### src/imv_defines.svh
`ifndef IMV_DEFINES_SVH
`define IMV_DEFINES_SVH

// ------------------------------------------------------------
// register indices (byte address is four times the index)
// ------------------------------------------------------------
`define IMV_IDX_CLR0 8'hDA
`define IMV_IDX_CLR1 8'hDB
`define IMV_IDX_CLR2 8'hDC
`define IMV_IDX_MSK2 8'hDE
`define IMV_IDX_MSK1 8'hDF
`define IMV_IDX_MSK0 8'hE0
`define IMV_IDX_SWEN 8'hE1
`define IMV_IDX_VC 8'hE2
`define IMV_IDX_IRQ_STAT 8'hF0
`define IMV_IDX_IRQ_MASK 8'hF1

// ------------------------------------------------------------
// widths, field positions, reset values
// ------------------------------------------------------------
`define IMV_ADDR_W 12
`define IMV_NSRC 10
`define IMV_GRP0_W 8
`define IMV_GRP1_W 2
`define IMV_SWEN_BIT 0
`define IMV_MSK_RST 8'h00
`define IMV_SWEN_RST 1'h0
`define IMV_SRC_RST 10'h000
`define IMV_VEC_NONE 8'h00
`define IMV_VEC_STEP 8'h04
`define IMV_RESP_OKAY 2'h0
`define IMV_RESP_SLVERR 2'h2

`endif

### src/imv_pkg.sv
package imv_pkg;

    // ------------------------------------------------------------
    // types
    // ------------------------------------------------------------
    typedef logic [9:0] imv_src_type;

    typedef enum logic [1:0] {
        WR_IDLE = 2'b00,
        WR_GOT_ADDR = 2'b01,
        WR_GOT_DATA = 2'b10,
        WR_RESP = 2'b11
    } imv_wr_state_type;

endpackage

### src/imv_top.sv
// Our own choice: register access over AXI4-Lite.
`timescale 1ns/1ps
`include "imv_defines.svh"
module imv_top (
    input wire logic sys_clk,
    input wire logic rstn,
    input wire logic [`IMV_ADDR_W-1:0] s_axi_awaddr,
    input wire logic s_axi_awvalid,
    output logic s_axi_awready,
    input wire logic [31:0] s_axi_wdata,
    input wire logic [3:0] s_axi_wstrb,
    input wire logic s_axi_wvalid,
    output logic s_axi_wready,
    output logic [1:0] s_axi_bresp,
    output logic s_axi_bvalid,
    input wire logic s_axi_bready,
    input wire logic [`IMV_ADDR_W-1:0] s_axi_araddr,
    input wire logic s_axi_arvalid,
    output logic s_axi_arready,
    output logic [31:0] s_axi_rdata,
    output logic [1:0] s_axi_rresp,
    output logic s_axi_rvalid,
    input wire logic s_axi_rready,
    input wire logic [`IMV_NSRC-1:0] srcPost,
    output logic [`IMV_NSRC-1:0] srcClear,
    input wire logic svcAck,
    output logic coreIntReq,
    output logic [7:0] coreVector,
    output logic irq
);

    // ------------------------------------------------------------
    // decode and encode helpers
    // ------------------------------------------------------------
    function automatic logic isMapped(input logic [7:0] idx);
        isMapped = idx inside {`IMV_IDX_CLR0, `IMV_IDX_CLR1, `IMV_IDX_CLR2,
            `IMV_IDX_MSK2, `IMV_IDX_MSK1, `IMV_IDX_MSK0, `IMV_IDX_SWEN,
            `IMV_IDX_VC, `IMV_IDX_IRQ_STAT, `IMV_IDX_IRQ_MASK};
    endfunction

    function automatic logic [7:0] addrIndex(
        input logic [`IMV_ADDR_W-1:0] addr
    );
        addrIndex = addr[9:2];
    endfunction

    // one-hot of the lowest set bit, lowest number first
    function automatic imv_pkg::imv_src_type topOneHot(
        input imv_pkg::imv_src_type pend
    );
        imv_pkg::imv_src_type oh;
        logic found;
        oh = `IMV_SRC_RST;
        found = 1'b0;
        for (int i = 0; i < `IMV_NSRC; i++) begin
            if (pend[i] && !found) begin
                oh[i] = 1'b1;
                found = 1'b1;
            end
        end
        topOneHot = oh;
    endfunction

    // source i carries priority number i+1
    function automatic logic [7:0] vectorOf(
        input imv_pkg::imv_src_type pend
    );
        logic [7:0] v;
        logic found;
        v = `IMV_VEC_NONE;
        found = 1'b0;
        for (int i = 0; i < `IMV_NSRC; i++) begin
            if (pend[i] && !found) begin
                v = 8'((i + 1) * `IMV_VEC_STEP);
                found = 1'b1;
            end
        end
        vectorOf = v;
    endfunction

    // ------------------------------------------------------------
    // state
    // ------------------------------------------------------------
    imv_pkg::imv_wr_state_type wrState_r, wrState_nxt;
    logic [`IMV_ADDR_W-1:0] awAddr_r;
    logic [31:0] wData_r;
    logic [3:0] wStrb_r;
    logic [`IMV_GRP0_W-1:0] mask0_r;
    logic [`IMV_GRP1_W-1:0] mask1_r;
    logic softPostSel_r;
    imv_pkg::imv_src_type posted_r, posted_nxt, irqStat_r, irqMask_r;
    imv_pkg::imv_src_type pending, pendNxt, maskAll, maskAllNxt;
    imv_pkg::imv_src_type clrMask, setMask;

    // ------------------------------------------------------------
    // write channel sequencing
    // ------------------------------------------------------------
    logic awHs, wHs, wrFire, wrLow;
    logic [`IMV_ADDR_W-1:0] wrAddr;
    logic [31:0] wrData;
    logic [3:0] wrStrb;
    logic [7:0] wrIdx;

    assign awHs = s_axi_awvalid && s_axi_awready;
    assign wHs = s_axi_wvalid && s_axi_wready;

    always_comb begin
        wrState_nxt = wrState_r;
        wrFire = 1'b0;
        unique case (wrState_r)
            imv_pkg::WR_IDLE: begin
                if (awHs && wHs) begin
                    wrState_nxt = imv_pkg::WR_RESP;
                    wrFire = 1'b1;
                end else if (awHs) begin
                    wrState_nxt = imv_pkg::WR_GOT_ADDR;
                end else if (wHs) begin
                    wrState_nxt = imv_pkg::WR_GOT_DATA;
                end
            end
            imv_pkg::WR_GOT_ADDR: begin
                if (wHs) begin
                    wrState_nxt = imv_pkg::WR_RESP;
                    wrFire = 1'b1;
                end
            end
            imv_pkg::WR_GOT_DATA: begin
                if (awHs) begin
                    wrState_nxt = imv_pkg::WR_RESP;
                    wrFire = 1'b1;
                end
            end
            imv_pkg::WR_RESP: begin
                if (s_axi_bready) begin
                    wrState_nxt = imv_pkg::WR_IDLE;
                end
            end
        endcase
    end

    // address and data taken this cycle or held from earlier
    assign wrAddr = awHs ? s_axi_awaddr : awAddr_r;
    assign wrData = wHs ? s_axi_wdata : wData_r;
    assign wrStrb = wHs ? s_axi_wstrb : wStrb_r;
    assign wrIdx = addrIndex(wrAddr);
    assign wrLow = wrFire && wrStrb[0];

    always_ff @(posedge sys_clk or negedge rstn) begin
        if (!rstn) begin
            wrState_r <= imv_pkg::WR_IDLE;
            s_axi_awready <= 1'b0;
            s_axi_wready <= 1'b0;
            s_axi_bvalid <= 1'b0;
            s_axi_bresp <= `IMV_RESP_OKAY;
        end else begin
            wrState_r <= wrState_nxt;
            s_axi_awready <= (wrState_nxt == imv_pkg::WR_IDLE) ||
                             (wrState_nxt == imv_pkg::WR_GOT_DATA);
            s_axi_wready <= (wrState_nxt == imv_pkg::WR_IDLE) ||
                            (wrState_nxt == imv_pkg::WR_GOT_ADDR);
            s_axi_bvalid <= (wrState_nxt == imv_pkg::WR_RESP);
            if (wrFire) begin
                s_axi_bresp <= isMapped(wrIdx) ? `IMV_RESP_OKAY :
                                                 `IMV_RESP_SLVERR;
            end
        end
    end

    always_ff @(posedge sys_clk or negedge rstn) begin
        if (!rstn) begin
            awAddr_r <= '0;
            wData_r <= '0;
            wStrb_r <= '0;
        end else begin
            if (awHs) begin
                awAddr_r <= s_axi_awaddr;
            end
            if (wHs) begin
                wData_r <= s_axi_wdata;
                wStrb_r <= s_axi_wstrb;
            end
        end
    end

    // ------------------------------------------------------------
    // mask and soft post select registers
    // ------------------------------------------------------------
    logic [`IMV_GRP0_W-1:0] mask0_nxt;
    logic [`IMV_GRP1_W-1:0] mask1_nxt;
    always_comb begin
        mask0_nxt = mask0_r;
        mask1_nxt = mask1_r;
        if (wrLow && wrIdx == `IMV_IDX_MSK0) begin
            mask0_nxt = wrData[`IMV_GRP0_W-1:0];
        end
        if (wrLow && wrIdx == `IMV_IDX_MSK1) begin
            mask1_nxt = wrData[`IMV_GRP1_W-1:0];
        end
    end

    always_ff @(posedge sys_clk or negedge rstn) begin
        if (!rstn) begin
            mask0_r <= `IMV_MSK_RST;
            mask1_r <= `IMV_GRP1_W'(`IMV_MSK_RST);
            softPostSel_r <= `IMV_SWEN_RST;
        end else begin
            mask0_r <= mask0_nxt;
            mask1_r <= mask1_nxt;
            if (wrLow && wrIdx == `IMV_IDX_SWEN) begin
                softPostSel_r <= wrData[`IMV_SWEN_BIT];
            end
        end
    end
    assign maskAll = {mask1_r, mask0_r};
    assign maskAllNxt = {mask1_nxt, mask0_nxt};

    // ------------------------------------------------------------
    // posted and pending sets
    // ------------------------------------------------------------
    imv_pkg::imv_src_type clrWrBits;
    logic clrWrHit;
    assign pending = posted_r & maskAll;
    assign clrWrHit = wrLow &&
        (wrIdx == `IMV_IDX_CLR0 || wrIdx == `IMV_IDX_CLR1);

    // the group not written keeps its posted bits
    always_comb begin
        clrWrBits = posted_r;
        if (wrIdx == `IMV_IDX_CLR0) begin
            clrWrBits[`IMV_GRP0_W-1:0] = wrData[`IMV_GRP0_W-1:0];
        end else begin
            clrWrBits[`IMV_NSRC-1:`IMV_GRP0_W] = wrData[`IMV_GRP1_W-1:0];
        end
    end

    always_comb begin
        clrMask = `IMV_SRC_RST;
        setMask = srcPost;
        if (clrWrHit && !softPostSel_r) begin
            clrMask = ~clrWrBits;
        end
        if (clrWrHit && softPostSel_r) begin
            setMask = srcPost | clrWrBits;
        end
        if (svcAck) begin
            clrMask = clrMask | topOneHot(pending);
        end
        if (wrLow && wrIdx == `IMV_IDX_VC) begin
            clrMask = {`IMV_NSRC{1'b1}};
        end
        // a new post in the clearing cycle survives
        posted_nxt = (posted_r & ~clrMask) | setMask;
    end

    // masked sources are held in the posted set regardless
    assign pendNxt = posted_nxt & maskAllNxt;

    always_ff @(posedge sys_clk or negedge rstn) begin
        if (!rstn) begin
            posted_r <= `IMV_SRC_RST;
            srcClear <= `IMV_SRC_RST;
        end else begin
            posted_r <= posted_nxt;
            srcClear <= clrMask;
        end
    end

    // ------------------------------------------------------------
    // processor core side
    // ------------------------------------------------------------
    always_ff @(posedge sys_clk or negedge rstn) begin
        if (!rstn) begin
            coreIntReq <= 1'b0;
            coreVector <= `IMV_VEC_NONE;
        end else begin
            coreIntReq <= |pendNxt;
            coreVector <= vectorOf(pendNxt);
        end
    end

    // ------------------------------------------------------------
    // interrupt status, mask and output
    // ------------------------------------------------------------
    imv_pkg::imv_src_type newPend, statW1c;

    assign newPend = pendNxt & ~pending;
    assign statW1c = (wrLow && wrIdx == `IMV_IDX_IRQ_STAT) ?
                     wrData[`IMV_NSRC-1:0] : `IMV_SRC_RST;

    always_ff @(posedge sys_clk or negedge rstn) begin
        if (!rstn) begin
            irqStat_r <= `IMV_SRC_RST;
            irqMask_r <= `IMV_SRC_RST;
            irq <= 1'b0;
        end else begin
            irqStat_r <= (irqStat_r & ~statW1c) | newPend;
            if (wrLow && wrIdx == `IMV_IDX_IRQ_MASK) begin
                irqMask_r <= wrData[`IMV_NSRC-1:0];
            end
            irq <= |(((irqStat_r & ~statW1c) | newPend) &
                     ((wrLow && wrIdx == `IMV_IDX_IRQ_MASK) ?
                      wrData[`IMV_NSRC-1:0] : irqMask_r));
        end
    end

    // ------------------------------------------------------------
    // read channel
    // ------------------------------------------------------------
    logic [7:0] rdIdx;
    logic [31:0] rdMux;
    logic arHs;

    assign arHs = s_axi_arvalid && s_axi_arready;
    assign rdIdx = addrIndex(s_axi_araddr);

    always_comb begin
        rdMux = '0;
        unique case (rdIdx)
            `IMV_IDX_CLR0: rdMux[`IMV_GRP0_W-1:0] =
                posted_r[`IMV_GRP0_W-1:0];
            `IMV_IDX_CLR1: rdMux[`IMV_GRP1_W-1:0] =
                posted_r[`IMV_NSRC-1:`IMV_GRP0_W];
            `IMV_IDX_MSK0: rdMux[`IMV_GRP0_W-1:0] = mask0_r;
            `IMV_IDX_MSK1: rdMux[`IMV_GRP1_W-1:0] = mask1_r;
            `IMV_IDX_SWEN: rdMux[`IMV_SWEN_BIT] = softPostSel_r;
            `IMV_IDX_VC: rdMux[7:0] = vectorOf(pending);
            `IMV_IDX_IRQ_STAT: rdMux[`IMV_NSRC-1:0] = irqStat_r;
            `IMV_IDX_IRQ_MASK: rdMux[`IMV_NSRC-1:0] = irqMask_r;
            default: rdMux = '0;
        endcase
    end

    always_ff @(posedge sys_clk or negedge rstn) begin
        if (!rstn) begin
            s_axi_arready <= 1'b0;
            s_axi_rvalid <= 1'b0;
            s_axi_rdata <= '0;
            s_axi_rresp <= `IMV_RESP_OKAY;
        end else begin
            if (arHs) begin
                s_axi_rvalid <= 1'b1;
                s_axi_arready <= 1'b0;
                s_axi_rdata <= rdMux;
                s_axi_rresp <= isMapped(rdIdx) ? `IMV_RESP_OKAY :
                                                 `IMV_RESP_SLVERR;
            end else if (s_axi_rvalid && s_axi_rready) begin
                s_axi_rvalid <= 1'b0;
                s_axi_arready <= 1'b1;
            end else if (!s_axi_rvalid) begin
                s_axi_arready <= 1'b1;
            end
        end
    end

endmodule

### config.mk
export PLATFORM = sky130hd
export DESIGN_NAME = imv_top
export DESIGN_NICKNAME = d
export VERILOG_FILES = /design/src/imv_pkg.sv /design/src/imv_top.sv
export VERILOG_INCLUDE_DIRS = /design/src /design/src/src
export SDC_FILE = /design/constraint.sdc
export NUM_CORES = 1
export LEC_CHECK = 0
export BUFFER_PORTS_ARGS = -buffer_cell sky130_fd_sc_hd__clkbuf_2
export CAP_MARGIN = 0
export CORE_MARGIN = 5
export CORE_UTILIZATION = 58
export DETAILED_ROUTE_END_ITERATION = 7
export PLACE_DENSITY = 0.86
export SETUP_SLACK_MARGIN = 0.02
export SLEW_MARGIN = 30
export SYNTH_ARGS = -nofsm -noshare
export SYNTH_HDL_FRONTEND = slang
export SYNTH_SLANG_ARGS = --single-unit
### constraint.sdc
create_clock -name sys_clk -period 6 [get_ports sys_clk]
set_clock_uncertainty 0.1 [all_clocks]
set_input_delay 0.9 -clock sys_clk [delete_from_list [all_inputs] [get_ports sys_clk]]
set_output_delay 0.9 -clock sys_clk [all_outputs]
set_load 0.02 [all_outputs]
==> impl_metrics.env <==
export IMPL_finalSetupViolations=0
export IMPL_finish_net_count=745
export IMPL_yosysSeqAreaShare_pct=44.3
export IMPL_worst_slew_margin_rel_pct=38.3
export IMPL_diodes=0
export IMPL_drive_gt1_share_pct=21.3
export IMPL_gpl_final_weighted_congestion=0.981
export IMPL_floorplan_rows=35
export IMPL_hold_path_cell_count=2
export IMPL_syn_cell_area_sq_um=5360
export IMPL_worst_r2r_path_depth=10
export IMPL_total_leakage_power_nw=2.83
export IMPL_num_fill_cells=748
export IMPL_fp_dieArea_sq_um=11300
export IMPL_postCtsResizedCells=0
export IMPL_start_kind="input port"
export IMPL_synth_flop_cell="sky130_fd_sc_hd__dfrtp_1"
export IMPL_first_pass_iters=5
export IMPL_pins_over_slew_limit=0
export IMPL_setup_repair_after_global_routing_missed_its_margin="false"
export IMPL_ant_nets=0
export IMPL_clk_latency_ns=0.37
export IMPL_critical_path_n_buffers_inverters=2
export IMPL_grt_pass1_vias=4875
export IMPL_clk_path_buf_depth=2
export IMPL_globalRouteOverflowTotal=0
export IMPL_run_status="complete, no violations"
export IMPL_tritoncts_num_sinks=95
export IMPL_post_drt_via_cell_ratio=6.46
export IMPL_cts_setup_buffers=0
export IMPL_grt_util_all_layers_pct=29.0
export IMPL_place_area_sq_um=5790
export IMPL_path_clk_slew_ns=0.10
export IMPL_yosysUniqueCellTypes=69
export IMPL_vias=5055
export IMPL_syn_inst_count=586
export IMPL_finalCritPeriodShare_pct=73.8
export IMPL_tritoncts="yes"
export IMPL_worst_endpoint_arrival_ns=4.57
export IMPL_power_density_nw_per_um2=355
export IMPL_wl_per_cell_um=20.2
export IMPL_worst_setup_path_end_kind="flop"
export IMPL_syn_to_final_growth_pct=12.3
export IMPL_worst_path_max_fanout=21
export IMPL_die_height_um=106
export IMPL_irDropWorstVdd_uv=167
export IMPL_number_of_flops_mapped_to_enable_cells_by_yosys=0
export IMPL_async_reset_ff_share_pct=100
export IMPL_die_w_um=106
export IMPL_cts_root_buffer="sky130_fd_sc_hd__clkbuf_8"
export IMPL_cpMaxStageDelayCell="sky130_fd_sc_hd__and3_1"
export IMPL_final_report_hold_violation_count=0
export IMPL_synthesis_area_per_instance_sq_um=9.15
export IMPL_drt_initial_drc_count=421
export IMPL_maximum_number_of_pins_on_one_net_before_global_route_repair=59
export IMPL_critical_path_top_delay_family="simple AND/OR/NAND/NOR gates"
export IMPL_summed_area_of_non_filler_cells_in_the_final_layout_sq_um=6020
export IMPL_dpl_hpwl_mm=12.0
export IMPL_route_final_wire_length_mm=15.8
export IMPL_count_of_input_and_output_buffers=77
export IMPL_io_pin_count=139
export IMPL_initial_core_util_pct=58.9
export IMPL_max_slew_worst_pin_slew_ns=0.918
export IMPL_timing_setup_tns_ns=0
export IMPL_timing_critical_path_depth=11
export IMPL_layout_cells_most_common_list="sky130_fd_sc_hd__dfrtp_1, sky130_fd_sc_hd__nand2_1, sky130_fd_sc_hd__clkbuf_2"
export IMPL_setup_worst_path_class="input port to flop"
export IMPL_timing_fmax_mhz=226
export IMPL_most_common_cell_after_layout_fill_and_taps_aside="sky130_fd_sc_hd__dfrtp_1"
export IMPL_remaining_design_rule_violation_count=0
export IMPL_crit_path_max_cell_delay_ns=0.80
export IMPL_synth_seq_cells=95
export IMPL_antenna_found_initial=0
export IMPL_ctsHoldBuffers=0
export IMPL_required_ns=6.14
export IMPL_synth_warnings=0
export IMPL_max_cap_violations=0
export IMPL_core_area_sq_um=9110
export IMPL_cts_made_buffers=9
export IMPL_global_route_wire_length_before_repair_mm=25.6
export IMPL_htreeDepth=3
export IMPL_path_cells="clkbuf_2 -> nand2_2 -> mux2i_1 -> and3_1 -> nand3_2 -> mux2i_1 -> o311ai_1 -> buf_4 -> nand2_1 -> or4_1 -> or4_1"
export IMPL_period_minus_slack_ns=4.43
export IMPL_hold_class="flop to flop"
## layout make-up
class / instances / area (sq um) / share of cell area, %
Inverter: 29 / 109 / 1.81
Timing Repair Buffer: 91 / 493 / 8.18
Tap cell: 111 / 139 / 2.31
Multi-Input combinational cell: 441 / 2670 / 44.3
Clock buffer: 9 / 124 / 2.06
Clock inverter: 7 / 114 / 1.89
Sequential cell: 95 / 2380 / 39.5
## synth_stat cells (5+ instances only)
master	instances	share of area [%]
sky130_fd_sc_hd__a211oi_1	7	0.98
sky130_fd_sc_hd__a21o_1	5	0.70
sky130_fd_sc_hd__a21oi_1	33	3.1
sky130_fd_sc_hd__a221oi_1	5	0.82
sky130_fd_sc_hd__a22oi_1	9	1.3
sky130_fd_sc_hd__a31oi_1	6	0.70
sky130_fd_sc_hd__a32oi_1	5	0.82
sky130_fd_sc_hd__and3_1	6	0.70
sky130_fd_sc_hd__buf_2	7	0.65
sky130_fd_sc_hd__buf_4	30	4.2
sky130_fd_sc_hd__clkbuf_1	9	0.63
sky130_fd_sc_hd__dfrtp_1	95	44
sky130_fd_sc_hd__inv_1	28	2.0
sky130_fd_sc_hd__mux2_2	17	3.6
sky130_fd_sc_hd__mux2i_1	19	3.5
sky130_fd_sc_hd__nand2_1	83	5.8
sky130_fd_sc_hd__nand2b_1	5	0.58
sky130_fd_sc_hd__nand3_1	28	2.6
sky130_fd_sc_hd__nand4_1	8	0.93
sky130_fd_sc_hd__nor2_1	33	2.3
sky130_fd_sc_hd__nor3_1	12	1.1
sky130_fd_sc_hd__o211ai_1	6	0.84
sky130_fd_sc_hd__o21a_1	5	0.70
sky130_fd_sc_hd__o21ai_0	35	3.3
sky130_fd_sc_hd__o221ai_1	7	1.1
sky130_fd_sc_hd__or4_1	6	0.84
## tightest hold or removal path, stage by stage, from the launching register on
cell                      delay [ns]
sky130_fd_sc_hd__dfrtp_1        0.36
sky130_fd_sc_hd__nand2_1        0.04
sky130_fd_sc_hd__o21ai_0        0.06
## where the power goes
part	switching (mW)	leakage, nW	total, mW	internal (mW)
registers	0.100	1.15	0.869	0.769
clock network	0.249	0.119	0.494	0.245
logic	0.528	1.56	0.777	0.249
## kinds of logic after synthesis
| logic type | after synthesis | share of synthesized area, % |
|---|---|---|
| AOI/OAI and AO/OA | 167 | 21.5 |
| buffers and inverters | 77 | 7.79 |
| DFF | 95 | 44.3 |
| muxes | 36 | 7.12 |
| other | 1 | 0.0699 |
| and+or+nand+nor | 210 | 19.2 |
## registers in the layout, indices dropped and copies added (netlist names), 4 cells and up
| name | cells |
|---|---|
| awAddr_r | 8 |
| coreVector | 4 |
| irqMask_r | 10 |
| irqStat_r | 10 |
| mask0_r | 8 |
| posted_r | 10 |
| s_axi_rdata | 10 |
| srcClear | 10 |
| wData_r | 10 |
## per-stage QoR
stage	util, %	power, mW	worst slack [ns]	instances	hold slack, ns
finish	66.1	2.14	1.57	783	0.392
global route	66.1	2.26	1.38	783	0.420
CTS	66.1	2.13	1.63	783	0.394
detailed placement	63.5	1.63	1.25	767	0.370
global placement	63.5	1.60	1.41	767	0.361
floorplan	-	1.39	2.10	613	0.346
## layer usage
layer  global-route usage, %  up-vias  share of wire, %
met5                       0        -                 0
met4                    11.8        0               3.2
met3                    5.34       48                10
met2                    44.0      331                46
met1                    41.0     2402                40
li1                        -     2274                 -
## path summary, 6_finish.rpt
check	start	to	slack, ns
setup / recovery	s_axi_awvalid	coreIntReq	1.57
hold / removal	s_axi_rresp[1]	s_axi_rresp[1]	0.39
setup reg to reg	s_axi_awready	coreIntReq	1.68
hold reg to reg	s_axi_rresp[1]	s_axi_rresp[1]	0.39
max in group asynchronous	rstn	irqStat_r[5]	4.27
min in group asynchronous	rstn	mask0_r[3]	0.40
No activity file was read; power rests on OpenSTA's default activity.
